`src/rtl/fsgb_pkg.sv`:
```
// shared constants and types for the frame pulse back-channel gpio block
package fsgb_pkg;
    // structure
    localparam int NUM_PINS = 4;
    localparam int NUM_PORTS = 2;
    localparam int NUM_SLOTS = 4;
    localparam int SLOT_FIELD_W = 4;
    // register offsets
    localparam logic [7:0] ADDR_PIN_LEVEL = 8'h0E;
    localparam logic [7:0] ADDR_INPUT_EN = 8'h0F;
    localparam logic [7:0] ADDR_PIN_CTL_BASE = 8'h10;
    localparam logic [7:0] ADDR_FP_CTL = 8'h18;
    localparam logic [7:0] ADDR_HIGH_UPPER = 8'h19;
    localparam logic [7:0] ADDR_HIGH_LOWER = 8'h1A;
    localparam logic [7:0] ADDR_LOW_UPPER = 8'h1B;
    localparam logic [7:0] ADDR_LOW_LOWER = 8'h1C;
    localparam logic [7:0] ADDR_PORT_SEL = 8'h4C;
    localparam logic [7:0] ADDR_RATE_SEL = 8'h58;
    localparam logic [7:0] ADDR_MAP_A = 8'h6E;
    localparam logic [7:0] ADDR_MAP_B = 8'h6F;
    localparam logic [7:0] ADDR_PULLDOWN = 8'hBE;
    // reset values
    localparam logic [7:0] RST_INPUT_EN = 8'h0F;
    localparam logic [7:0] RST_PULLDOWN = 8'h00;
    localparam logic [7:0] RST_PORT_SEL = 8'h01;
    localparam logic [7:0] RST_ZERO = 8'h00;
    // frame_pulse_control fields
    localparam int FPC_GEN_ON_BIT = 0;
    localparam int FPC_DUTY_BIT = 1;
    localparam int FPC_START_BIT = 2;
    localparam int FPC_SRC_LSB = 4;
    localparam logic [3:0] SRC_PORT0 = 4'h0;
    localparam logic [3:0] SRC_PORT1 = 4'h1;
    localparam logic [3:0] SRC_PIN_FIRST = 4'h8;
    localparam logic [3:0] SRC_PIN_LAST = 4'hB;
    // per-pin control fields
    localparam int PIN_OE_BIT = 0;
    localparam int PIN_LEVEL_BIT = 1;
    localparam int PIN_FP_BIT = 2;
    // port select fields
    localparam int PSEL_RD_BIT = 4;
    // slot map and rate fields
    localparam logic [3:0] SLOT_PIN_LAST = 4'h3;
    localparam logic [3:0] SLOT_SRC_FRAME = 4'hA;
    localparam logic [2:0] RATE_2M5 = 3'h0;
    // timing: one back-channel frame is 30 bits of 400 ns
    localparam int CLK_PERIOD_NS = 100;
    localparam int BC_BIT_NS = 400;
    localparam int BC_FRAME_BITS = 30;
    localparam int BC_FRAME_CYCLES = (BC_BIT_NS * BC_FRAME_BITS) / CLK_PERIOD_NS;
    localparam logic [6:0] TICK_LAST = 7'(BC_FRAME_CYCLES - 1);
    // generator states
    typedef enum logic [2:0] {
        GEN_IDLE = 3'b001,
        GEN_HIGH = 3'b010,
        GEN_LOW = 3'b100
    } fsgb_gen_state_t;
endpackage

```
`src/rtl/fsgb_top.sv`:
```
// frame pulse generation and back-channel gpio slot routing, with gpio
// controls and equaliser restart on loss of lock
`timescale 1ns/1ps
module fsgb_top
    import fsgb_pkg::*;
(
    // clock and reset
    input wire logic clock,
    input wire logic rst,
    // register port
    input wire logic [7:0] reg_addr,
    input wire logic [7:0] reg_wdata,
    input wire logic reg_write,
    input wire logic reg_read,
    output logic [7:0] reg_rdata,
    output logic reg_rvalid,
    // gpio pads
    input wire logic [3:0] gpio_in,
    output logic [3:0] gpio_out,
    output logic [3:0] gpio_oe,
    output logic [3:0] gpio_input_on,
    output logic [3:0] gpio_pulldown_on,
    // receive link
    input wire logic [1:0] link_lock,
    output logic [1:0] eq_restart,
    output logic [1:0] lock_search,
    // back channel
    output logic [3:0] bc_slot_port0,
    output logic [3:0] bc_slot_port1,
    output logic frame_pulse
);
    // control registers
    logic [7:0] input_en;
    logic [7:0] pulldown_off;
    logic [7:0] pin_ctl [NUM_PINS];
    logic [7:0] fp_ctl;
    logic [7:0] high_upper;
    logic [7:0] high_lower;
    logic [7:0] low_upper;
    logic [7:0] low_lower;
    logic [7:0] port_sel;
    // per-port registers, driven inside the port loop
    logic [7:0] rate_sel [NUM_PORTS];
    logic [7:0] map_a [NUM_PORTS];
    logic [7:0] map_b [NUM_PORTS];
    logic [NUM_PORTS-1:0] frame_tick;
    logic [3:0] slot_level [NUM_PORTS];
    // pad and link synchronisers
    logic [3:0] pin_s1;
    logic [3:0] pin_s2;
    logic [3:0] pin_s3;
    logic [3:0] pin_level;
    logic [3:0] pin_used;
    logic [1:0] lock_s1;
    logic [1:0] lock_s2;
    logic [1:0] lock_s3;
    logic [1:0] lock_now;
    logic [1:0] lock_prev;
    // frame pulse path
    logic [3:0] src_sel;
    logic gen_on;
    logic gen_tick;
    logic gen_pulse;
    logic ext_mode;
    logic [15:0] high_count;
    logic [15:0] low_count;
    // register access decode
    logic [7:0] pin_idx_full;
    logic [1:0] pin_idx;
    logic pin_hit;
    logic rd_port;
    logic [7:0] next_rdata;

    // write decode for the per-pin control block
    assign pin_idx_full = reg_addr - ADDR_PIN_CTL_BASE;
    assign pin_idx = pin_idx_full[1:0];
    assign pin_hit = (pin_idx_full < 8'(NUM_PINS));
    assign rd_port = port_sel[PSEL_RD_BIT];

    // gpio input enables, all on after reset
    always_ff @(posedge clock) begin
        if (rst) begin
            input_en <= RST_INPUT_EN;
        end else if (reg_write && reg_addr == ADDR_INPUT_EN) begin
            input_en <= {4'h0, reg_wdata[3:0]};
        end
    end

    // pulldown disables, all pulldowns on after reset
    always_ff @(posedge clock) begin
        if (rst) begin
            pulldown_off <= RST_PULLDOWN;
        end else if (reg_write && reg_addr == ADDR_PULLDOWN) begin
            pulldown_off <= {4'h0, reg_wdata[3:0]};
        end
    end

    // one control register per pin; reset leaves every pin an input
    always_ff @(posedge clock) begin
        if (rst) begin
            for (int i = 0; i < NUM_PINS; i++) begin
                pin_ctl[i] <= RST_ZERO;
            end
        end else if (reg_write && pin_hit) begin
            pin_ctl[pin_idx] <= reg_wdata;
        end
    end

    // frame pulse control and period registers
    always_ff @(posedge clock) begin
        if (rst) begin
            fp_ctl <= RST_ZERO;
        end else if (reg_write && reg_addr == ADDR_FP_CTL) begin
            fp_ctl <= reg_wdata;
        end
    end

    always_ff @(posedge clock) begin
        if (rst) begin
            high_upper <= RST_ZERO;
            high_lower <= RST_ZERO;
            low_upper <= RST_ZERO;
            low_lower <= RST_ZERO;
        end else if (reg_write) begin
            if (reg_addr == ADDR_HIGH_UPPER) begin
                high_upper <= reg_wdata;
            end
            if (reg_addr == ADDR_HIGH_LOWER) begin
                high_lower <= reg_wdata;
            end
            if (reg_addr == ADDR_LOW_UPPER) begin
                low_upper <= reg_wdata;
            end
            if (reg_addr == ADDR_LOW_LOWER) begin
                low_lower <= reg_wdata;
            end
        end
    end

    // byte pairs form the two 16-bit tick counts, upper byte first
    assign high_count = {high_upper, high_lower};
    assign low_count = {low_upper, low_lower};

    // port select: low bits pick write targets, bit 4 picks readback
    always_ff @(posedge clock) begin
        if (rst) begin
            port_sel <= RST_PORT_SEL;
        end else if (reg_write && reg_addr == ADDR_PORT_SEL) begin
            port_sel <= reg_wdata;
        end
    end

    // pad inputs: three flops, a change counts once stages two and three agree
    always_ff @(posedge clock) begin
        if (rst) begin
            pin_s1 <= 4'h0;
            pin_s2 <= 4'h0;
            pin_s3 <= 4'h0;
            pin_level <= 4'h0;
        end else begin
            pin_s1 <= gpio_in;
            pin_s2 <= pin_s1;
            pin_s3 <= pin_s2;
            pin_level <= (~(pin_s2 ^ pin_s3) & pin_s3) | ((pin_s2 ^ pin_s3) & pin_level);
        end
    end

    // internal users only see pins whose input path is on
    assign pin_used = pin_level & input_en[3:0];

    // lock inputs through the same three-flop filter
    always_ff @(posedge clock) begin
        if (rst) begin
            lock_s1 <= 2'h0;
            lock_s2 <= 2'h0;
            lock_s3 <= 2'h0;
            lock_now <= 2'h0;
        end else begin
            lock_s1 <= link_lock;
            lock_s2 <= lock_s1;
            lock_s3 <= lock_s2;
            lock_now <= (~(lock_s2 ^ lock_s3) & lock_s3) | ((lock_s2 ^ lock_s3) & lock_now);
        end
    end

    // equaliser reset on a lock drop; search stays up until lock is back
    always_ff @(posedge clock) begin
        if (rst) begin
            lock_prev <= 2'h0;
            eq_restart <= 2'h0;
            lock_search <= 2'h3;
        end else begin
            lock_prev <= lock_now;
            eq_restart <= lock_prev & ~lock_now;
            lock_search <= ~lock_now;
        end
    end

    // per-port registers, frame tick divider and slot routing
    for (genvar p = 0; p < NUM_PORTS; p++) begin : g_port
        logic [7:0] rate_q;
        logic [7:0] map_a_q;
        logic [7:0] map_b_q;
        logic [6:0] tick_cnt;
        logic tick_q;
        logic [3:0] slot_q;

        // writes land on every port whose select bit is set
        always_ff @(posedge clock) begin
            if (rst) begin
                rate_q <= RST_ZERO;
                map_a_q <= RST_ZERO;
                map_b_q <= RST_ZERO;
            end else if (reg_write && port_sel[p]) begin
                if (reg_addr == ADDR_RATE_SEL) begin
                    rate_q <= reg_wdata;
                end
                if (reg_addr == ADDR_MAP_A) begin
                    map_a_q <= reg_wdata;
                end
                if (reg_addr == ADDR_MAP_B) begin
                    map_b_q <= reg_wdata;
                end
            end
        end

        // one-cycle enable per back-channel frame; other rates give no tick
        always_ff @(posedge clock) begin
            if (rst || rate_q[2:0] != RATE_2M5) begin
                tick_cnt <= 7'h00;
                tick_q <= 1'b0;
            end else if (tick_cnt == TICK_LAST) begin
                tick_cnt <= 7'h00;
                tick_q <= 1'b1;
            end else begin
                tick_cnt <= tick_cnt + 7'h01;
                tick_q <= 1'b0;
            end
        end

        // each slot picks a pin, the frame pulse, or a quiet zero
        for (genvar s = 0; s < NUM_SLOTS; s++) begin : g_slot
            logic [3:0] field;
            assign field = (s < 2) ? map_a_q[4*(s%2) +: 4] : map_b_q[4*(s%2) +: 4];
            always_ff @(posedge clock) begin
                if (rst) begin
                    slot_q[s] <= 1'b0;
                end else if (field <= SLOT_PIN_LAST) begin
                    slot_q[s] <= pin_used[field[1:0]];
                end else if (field == SLOT_SRC_FRAME) begin
                    slot_q[s] <= frame_pulse;
                end else begin
                    slot_q[s] <= 1'b0;
                end
            end
        end

        assign rate_sel[p] = rate_q;
        assign map_a[p] = map_a_q;
        assign map_b[p] = map_b_q;
        assign frame_tick[p] = tick_q;
        assign slot_level[p] = slot_q;
    end

    assign bc_slot_port0 = slot_level[0];
    assign bc_slot_port1 = slot_level[1];

    // tick source and external pin choice from the source field
    assign src_sel = fp_ctl[FPC_SRC_LSB +: 4];
    assign gen_on = fp_ctl[FPC_GEN_ON_BIT];
    assign ext_mode = (src_sel >= SRC_PIN_FIRST) && (src_sel <= SRC_PIN_LAST);

    always_comb begin
        if (src_sel == SRC_PORT0) begin
            gen_tick = frame_tick[0];
        end else if (src_sel == SRC_PORT1) begin
            gen_tick = frame_tick[1];
        end else begin
            gen_tick = 1'b0;
        end
    end

    fsgb_pulse_gen u_gen (
        .clock(clock),
        .rst(rst),
        .gen_on(gen_on),
        .tick(gen_tick),
        .duty_style(fp_ctl[FPC_DUTY_BIT]),
        .start_level(fp_ctl[FPC_START_BIT]),
        .high_count(high_count),
        .low_count(low_count),
        .pulse(gen_pulse)
    );

    // generator wins; external pin mode needs the generator left off
    always_ff @(posedge clock) begin
        if (rst) begin
            frame_pulse <= 1'b0;
        end else if (gen_on) begin
            frame_pulse <= gen_pulse;
        end else if (ext_mode) begin
            frame_pulse <= pin_used[src_sel[1:0]];
        end else begin
            frame_pulse <= 1'b0;
        end
    end

    // pin drivers: register level or the frame pulse when enabled
    for (genvar i = 0; i < NUM_PINS; i++) begin : g_pin
        always_ff @(posedge clock) begin
            if (rst) begin
                gpio_oe[i] <= 1'b0;
                gpio_out[i] <= 1'b0;
            end else begin
                gpio_oe[i] <= pin_ctl[i][PIN_OE_BIT];
                gpio_out[i] <= pin_ctl[i][PIN_FP_BIT] ? frame_pulse
                                                     : pin_ctl[i][PIN_LEVEL_BIT];
            end
        end
    end

    // pad controls follow their registers
    assign gpio_input_on = input_en[3:0];
    assign gpio_pulldown_on = ~pulldown_off[3:0];

    // read mux; per-port registers follow the readback port bit
    always_comb begin
        next_rdata = 8'h00;
        if (pin_hit) begin
            next_rdata = pin_ctl[pin_idx];
        end else begin
            unique case (reg_addr)
                ADDR_PIN_LEVEL: next_rdata = {4'h0, pin_level};
                ADDR_INPUT_EN: next_rdata = input_en;
                ADDR_PULLDOWN: next_rdata = pulldown_off;
                ADDR_FP_CTL: next_rdata = fp_ctl;
                ADDR_HIGH_UPPER: next_rdata = high_upper;
                ADDR_HIGH_LOWER: next_rdata = high_lower;
                ADDR_LOW_UPPER: next_rdata = low_upper;
                ADDR_LOW_LOWER: next_rdata = low_lower;
                ADDR_PORT_SEL: next_rdata = port_sel;
                ADDR_RATE_SEL: next_rdata = rate_sel[rd_port];
                ADDR_MAP_A: next_rdata = map_a[rd_port];
                ADDR_MAP_B: next_rdata = map_b[rd_port];
                default: next_rdata = 8'h00;
            endcase
        end
    end

    // read data one cycle after the strobe
    always_ff @(posedge clock) begin
        if (rst) begin
            reg_rdata <= 8'h00;
            reg_rvalid <= 1'b0;
        end else begin
            reg_rvalid <= reg_read;
            if (reg_read) begin
                reg_rdata <= next_rdata;
            end
        end
    end
endmodule

```
`src/rtl/fsgb_pulse_gen.sv`:
```
// internal frame pulse generator counting back-channel frame ticks
`timescale 1ns/1ps
module fsgb_pulse_gen
    import fsgb_pkg::*;
(
    // clock and reset
    input wire logic clock,
    input wire logic rst,
    // control
    input wire logic gen_on,
    input wire logic tick,
    input wire logic duty_style,
    input wire logic start_level,
    input wire logic [15:0] high_count,
    input wire logic [15:0] low_count,
    // generated level
    output logic pulse
);
    fsgb_gen_state_t state;
    logic [15:0] remain;
    logic [16:0] period_sum;
    logic [15:0] half_count;
    logic [15:0] high_len;
    logic [15:0] low_len;

    // even duty gives each half the programmed period halved, an odd tick dropped
    assign period_sum = {1'b0, high_count} + {1'b0, low_count};
    assign half_count = period_sum[16:1];
    assign high_len = duty_style ? half_count : high_count;
    assign low_len = duty_style ? half_count : low_count;

    // disable parks the generator; a zero count acts as one tick
    always_ff @(posedge clock) begin
        if (rst || !gen_on) begin
            state <= GEN_IDLE;
            remain <= 16'h0000;
        end else begin
            unique case (state)
                GEN_IDLE: begin
                    state <= start_level ? GEN_HIGH : GEN_LOW;
                    remain <= start_level ? high_len : low_len;
                end
                GEN_HIGH: begin
                    if (tick && remain <= 16'h0001) begin
                        state <= GEN_LOW;
                        remain <= low_len;
                    end else if (tick) begin
                        remain <= remain - 16'h0001;
                    end
                end
                GEN_LOW: begin
                    if (tick && remain <= 16'h0001) begin
                        state <= GEN_HIGH;
                        remain <= high_len;
                    end else if (tick) begin
                        remain <= remain - 16'h0001;
                    end
                end
            endcase
        end
    end

    // level straight from the state flop
    assign pulse = (state == GEN_HIGH);
endmodule

```
`config.mk`:
```
export PLATFORM = sky130hd
export DESIGN_NAME = fsgb_top
export DESIGN_NICKNAME = d
export VERILOG_FILES = /design/src/rtl/fsgb_pkg.sv /design/src/rtl/fsgb_top.sv /design/src/rtl/fsgb_pulse_gen.sv
export SDC_FILE = /design/constraint.sdc
export NUM_CORES = 1
export LEC_CHECK = 0
export ABC_AREA = 1
export CAP_MARGIN = 10
export CELL_PAD_IN_SITES_DETAIL_PLACEMENT = 0
export CELL_PAD_IN_SITES_GLOBAL_PLACEMENT = 1
export CORE_UTILIZATION = 25
export CTS_BUF_LIST = sky130_fd_sc_hd__clkbuf_8 sky130_fd_sc_hd__clkbuf_16
export CTS_CLUSTER_SIZE = 10
export DETAILED_ROUTE_END_ITERATION = 10
export DONT_BUFFER_PORTS = 1
export GPL_ROUTABILITY_DRIVEN = 0
export PLACE_DENSITY = 0.48
export SYNTH_ARGS = -nofsm -noshare
export SYNTH_HDL_FRONTEND = slang
export SYNTH_SLANG_ARGS = --single-unit
```
`constraint.sdc`:
```
create_clock -name clock -period 1.9 [get_ports clock]
set_input_delay 0.285 -clock clock [delete_from_list [all_inputs] [get_ports clock]]
set_output_delay 0.285 -clock clock [all_outputs]
set_load 0.005 [all_outputs]
```
* After elaboration in Yosys (flattened, before gate mapping)
Memories as Yosys holds them, arrays and structs flattened.
Index checks and enable logic that the tools add are counted.
W data, S select, Z words.
** Operators by class
- $add $sub $neg :: 5
- Order comparisons :: 22
- Equality and inequality tests :: 28
- Muxes and demuxes :: 74
- Bitwise logic cells :: 15
- Reduce and logical (&&, ||, !) cells :: 30
** Operators with widths (count)
- $mux W16 :: 6
- $pmux W8 S12 :: 1
- $mux W8 :: 11
- $pmux W16 S3 :: 1
- $mux W1 :: 41
- $eq A8 B5 Y1 const B :: 5
- $eq A4 B4 Y1 const B :: 8
- $eq A8 B7 Y1 const B :: 4
- $le A4 B2 Y1 const B :: 8
- $lt A2 B3 Y1 const B :: 9
- $reduce_and A2 Y1 :: 11
- $bmux W1 S2 :: 9
- $add A16 B16 Y17 :: 1
- $eq A8 B4 Y1 const B :: 2
- $le A16 B1 Y1 const B :: 1
- $sub A16 B1 Y16 const B :: 1
- $add A7 B1 Y7 const B :: 2
- $eq A7 B7 Y1 const B :: 2
- $and A4 B4 Y4 :: 3
- $logic_and A1 B1 Y1 :: 9
- $mux W3 :: 3
- $pmux W3 S3 :: 1
- $eq A8 B8 Y1 const B :: 1
- $lt A8 B3 Y1 const B :: 1
- 24 further kinds :: 33
** Word-level totals
- Register bits :: 195
- Memory bits (writable) :: 32
- Input port bits :: 26
- Word-level logic and storage cells :: 225
- Memories :: 1
** Memories
- pin_ctl :: words 4, bits a word 8, read ports 5, clocked after memory_dff 0, write ports 4, RTL line fsgb_top.sv:35 : logic [7:0] pin_ctl [NUM_PINS];

* Depth between registers and ports, before layout
- Depth after elaboration :: 8
- Gate-level depth with buffers :: 16
- Mapped depth without buffers :: 16

* By module
Synthesis repeated with hierarchy kept, for this count alone.
** Unflattened totals
- Cell total of the unflattened synthesis :: 1641
- Area, all modules :: 11497.3 um^2
** Modules (own cells, without submodules)
- fsgb_top :: instances 1, cells each 1210, area an instance 9004.9 um^2, sequential area each 4484.3 um^2
- fsgb_pulse_gen :: instances 1, cells each 431, area an instance 2492.4 um^2, sequential area each 380.4 um^2

* Worst setup path after synthesis
No wires, ideal clock.
- Kind :: input to register
- From :: in reg_addr[6]
- To :: mem pin_ctl[0][0] (enable)
- Setup time :: 0.384 ns
- Arrival :: 1.568 ns
- Data required time :: 1.516 ns
- Slack :: -0.052 ns
- Stages on the path :: 5
- Buffers on the path :: 0
- Cell sequence :: nor2_1 -> nand3_2 -> nor3_4 -> nand2_2 -> o21ai_0
** RTL lines
- start, declared :: RTL line fsgb_top.sv:11 : input wire logic [7:0] reg_addr,
- end, declared :: RTL line fsgb_top.sv:35

* Worst setup path in the final report
- From :: reg low_lower[0]
- To :: reg u_gen.remain[13]
** On the way
- Cells in the longest elaborated chain, start to end :: 4
** Ends and longest elaborated chain
- start, declared :: RTL line fsgb_top.sv:40 : logic [7:0] low_lower;
- start signal, assigned :: RTL line fsgb_top.sv:135 : low_lower <= reg_wdata;
- $add A16 B16 Y17 (*) :: RTL line fsgb_pulse_gen.sv:27 : assign period_sum = {1'b0, high_count} + {1'b0, low_count};
- $mux W16, on equally long branches :: RTL line fsgb_pulse_gen.sv:29, fsgb_pulse_gen.sv:30
- $mux W16, on equally long branches :: RTL line fsgb_pulse_gen.sv:52, fsgb_pulse_gen.sv:41, fsgb_pulse_gen.sv:44
- $pmux W16 S3 (*) :: RTL line fsgb_pulse_gen.sv:38 : unique case (state)
- end signal, assigned :: RTL line fsgb_pulse_gen.sv:41 : remain <= start_level ? high_len : low_len;
- end signal, assigned :: RTL line fsgb_pulse_gen.sv:54 : remain <= high_len;
- end signal, assigned :: RTL line fsgb_pulse_gen.sv:56 : remain <= remain - 16'h0001;
- end, declared :: RTL line fsgb_pulse_gen.sv:20 : logic [15:0] remain;
Every way passes the cells marked *; elsewhere a longest branch is shown, timed or not.
A chain may end at the register's enable or synchronous reset.

==> impl_results.md <==
- Status: finished, final reports clean
- Synth warn: 0
- Worst slew pin tran: 1.03 ns
- Synth async-reset ratio: 0%
- Mux share of post-synthesis cell area: 0%
- Hold_sp: reg_write
- Layout cell share with drive strength beyond 1: ~16%
- Fmax: approximately 550 MHz
- Cell Pwr Density: between 700 and 800 nW/um^2
- CP arrival: ~2.3 ns
- Post-DP HPWL: just over 30 mm
- Startpoint Class: register
- Post-Syn Nets: around 1.7k
- Sequential fraction of the synthesis area: 43.0%
- Max clock buf depth: 3
- Final net count: around 1.8k
- Number of flops mapped to enable cells by yosys: 32
- GRT Total Usage: approximately 18%
- Pre-CTS setup slack: -0.130 ns
- Clock skew: about 0.011 ns
- Std cell rows: 77
- Synthesis-stage register bit count: between 200 and 250
- Vias: roughly 11k
- CTS tree: done
- CP Max Fanout: 3
- Vias in the first global route: slightly above 10k
- Largest net degree at the start of global routing: 70
- Setup violators final: 0
- CP endpoint kind: register
- Slew headroom: 31.1%
- Clk slew on worst S/H paths: roughly 0.060 ns
- I/O Buffers: 0
- Number of max-slew violations in the final report: 0
- Die ar.: between 40000 and 50000 um^2
- Hold Vio Cnt, Final: 0
- Clk root buf: clkbuf_16
- Leakage Power: 5.91 nW
- Syn_area_per_cell: between 7 and 8 um^2
- Routed WL: about 42 mm
- Max-cap violation count: 0
- Distinct cells, synth: 46
- Xor/xnor share of the synthesized area: less than 1%
- Tcrit/Tclk final: 96.2%
- I/O pins: 64
- CTS Buf Count: 30
- Fin worst setup slack: roughly 0.071 ns
- Min-delay worst type: primary input to register
- Post-Synthesis Cell Area: between 10000 and 15000 um^2
- Pwr Total: 0.0108 W
- First-pass GRT wire length: around 63 mm
- Area growth, synth to finish: 25.4%
- Clock Sinks: approximately 230
- Core area: roughly 44000 um^2
- Worst-Skew Late Latency: about 0.57 ns
- Die width: 215 um
- Simple-Gate Fraction of Synth Area: about 25%
- DRC Markers: 0
- Post-Syn Instances: around 1.6k
- H-tree levels: 1
- Worst EP required: 2.36 ns
- Drt first pass iters: 5
- Worst setup path startpoint: low_lower[0]$_SDFFE_PP0P_
- RSZ-0062 raised after global routing: true
- Synth Area in Compound Gates: about 18%
- Drt wl/cell: around 18 um
- Starting Density: between 20% and 30%
- Routed Antenna Nets: 0
- Synth Area in Adders: between 2 and 2.5%
- Total grt overflow: 0
- Initial DRC Count: roughly 550
- Hold WS: 0.0736 ns
- R2R Path Start: low_lower[0]$_SDFFE_PP0P_
- Die height: around 210 um
- Largest family of logic cells by synthesized area: simple AND/OR/NAND/NOR gates
- Crit path kind: register to register
- Worst VDD drop: around 0.00063 V
- Period minus WS final: around 1.8 ns
- Via density: between 4 and 5
- Ys flop type: dfxtp_1
- Initial antenna violation count: 4
## synth_stat cells (7+ instances only)
cell      number  area, um^2
xor2_1         7        61.3
nor2_1       173         649
dfxtp_1      195        3900
a21oi_1      153         766
nor3_1        16        80.1
o22ai_1       26         163
buf_2          9        45.0
o21ai_1       11        55.1
clkbuf_1      46         173
nor2_2        12        75.1
o21ai_0      139         696
inv_2         20        75.1
nand3_1       93         465
nand2_1      323        1210
o211ai_1      17         128
a211oi_1      14         105
ha_1          19         238
inv_1        236         886
nand4_1        9        56.3
edfxtp_1      32         961
## cell type report
type	count	area [um^2]
Inverter	259	977
Multi-Input combinational cell	1064	5440
Fill cell	4887	30200
Antenna cell	1	2.50
Sequential cell	227	4880
Clock inverter	17	78.8
Clock buffer	35	831
Timing Repair Buffer	150	1250
Tap cell	592	741
## repair_timing
| item | 4_1_cts | 5_1_grt |
|---|---|---|
| setup buffers | 0 | 4 |
| hold buffers | 20 | 0 |
| pin swaps | 0 | 17 |
| gates resized for setup | 6 | 69 |
| endpoints found under the setup margin | 6 | 27 |
| endpoints found under the hold margin | 156 | 0 |
## routing by layer
metal,part of all wire (%),track usage (%),up-vias
li1,-,-,5466
met1,47,24.2,4895
met2,46,29.8,192
met3,5.0,3.09,46
met4,2.0,4.48,2
met5,0.031,0,-
## critical path, stage by stage (launching register included)
cell and delay [ns]:
dfxtp_2 0.32, nand2_2 0.06, inv_2 0.04, fa_2 0.36, nand2_4 0.10, nand2_1 0.05, nand3b_1 0.10, nand2_2 0.07
buf_6 0.12, nand2_1 0.07, nand3b_1 0.08, nand3_1 0.09, nand2_1 0.05, nand2_1 0.06, nand3_1 0.07, nand2_1 0.05
inv_1 0.03
## final timing paths
check	cells past startpoint	endpoint	slack (ns)
worst min register to register	2	lock_s2[0]$_SDFF_PP0_	0.39
worst max register to register	16	u_gen.remain[13]$_SDFF_PP0_	0.07
worst min-delay path	2	low_upper[1]$_SDFFE_PP0P_	0.07
worst max-delay path	16	u_gen.remain[13]$_SDFF_PP0_	0.07
## metrics by stage
stage	cells	area (um^2)	setup TNS, ns	util, %
floorplan	1614	11300	-1.66	-
CTS	2340	13900	0	31.3
detailed placement	2268	12800	-0.200	28.7
global route	2345	14200	-0.438	32.0
finish	2345	14200	0	32.0
global placement	2268	12800	-0.273	28.7
## registers in the layout, indices dropped and copies added, names as in the netlist, 14 cells and up, named ones only
name / flops
g_port.map_a_q: 16
g_port.map_b_q: 16
u_gen.remain: 16
g_port.rate_q: 16
g_port.tick_cnt: 14
pin_ctl: 32
## power breakdown
group          switching, W  internal (W)  total [W]
clock               0.00224       0.00306    0.00530
sequential        0.0000444       0.00495    0.00500
combinational      0.000314      0.000151   0.000466
## kinds of logic after synthesis
group / after synthesis
AO/OA/AOI/OAI: 373
AND/OR/NAND/NOR: 661
XOR/XNOR: 10
flip-flops: 227
buffers and inverters: 323
adder cells (fa/ha/maj): 20
## cells in the final DEF (no fill, tap or decap), types with 4 or more instances in the layout
cell type and count:
o21ai_1 14, o211ai_1 17, nor4_1 5, buf_4 125, inv_1 242, o22ai_1 26, a31oi_1 6, a211oi_1 14
clkinv_2 5, ha_1 6, dlygate4sd3_1 19, nand2_1 310, edfxtp_1 32, ha_4 9, nor3_2 4, nand3_2 5
dfxtp_1 185, nor3_1 14, nor2_2 18, ha_2 4, nand3_1 90, xor2_1 7, nand4_1 9, nand2_4 4
dfxtp_2 9, nor2_1 166, buf_12 4, a21oi_1 149, inv_2 23, clkbuf_8 4, nand2_2 17, clkbuf_16 31
or2_2 5, o21ai_0 135
No activity file was read; power rests on OpenSTA's default activity.
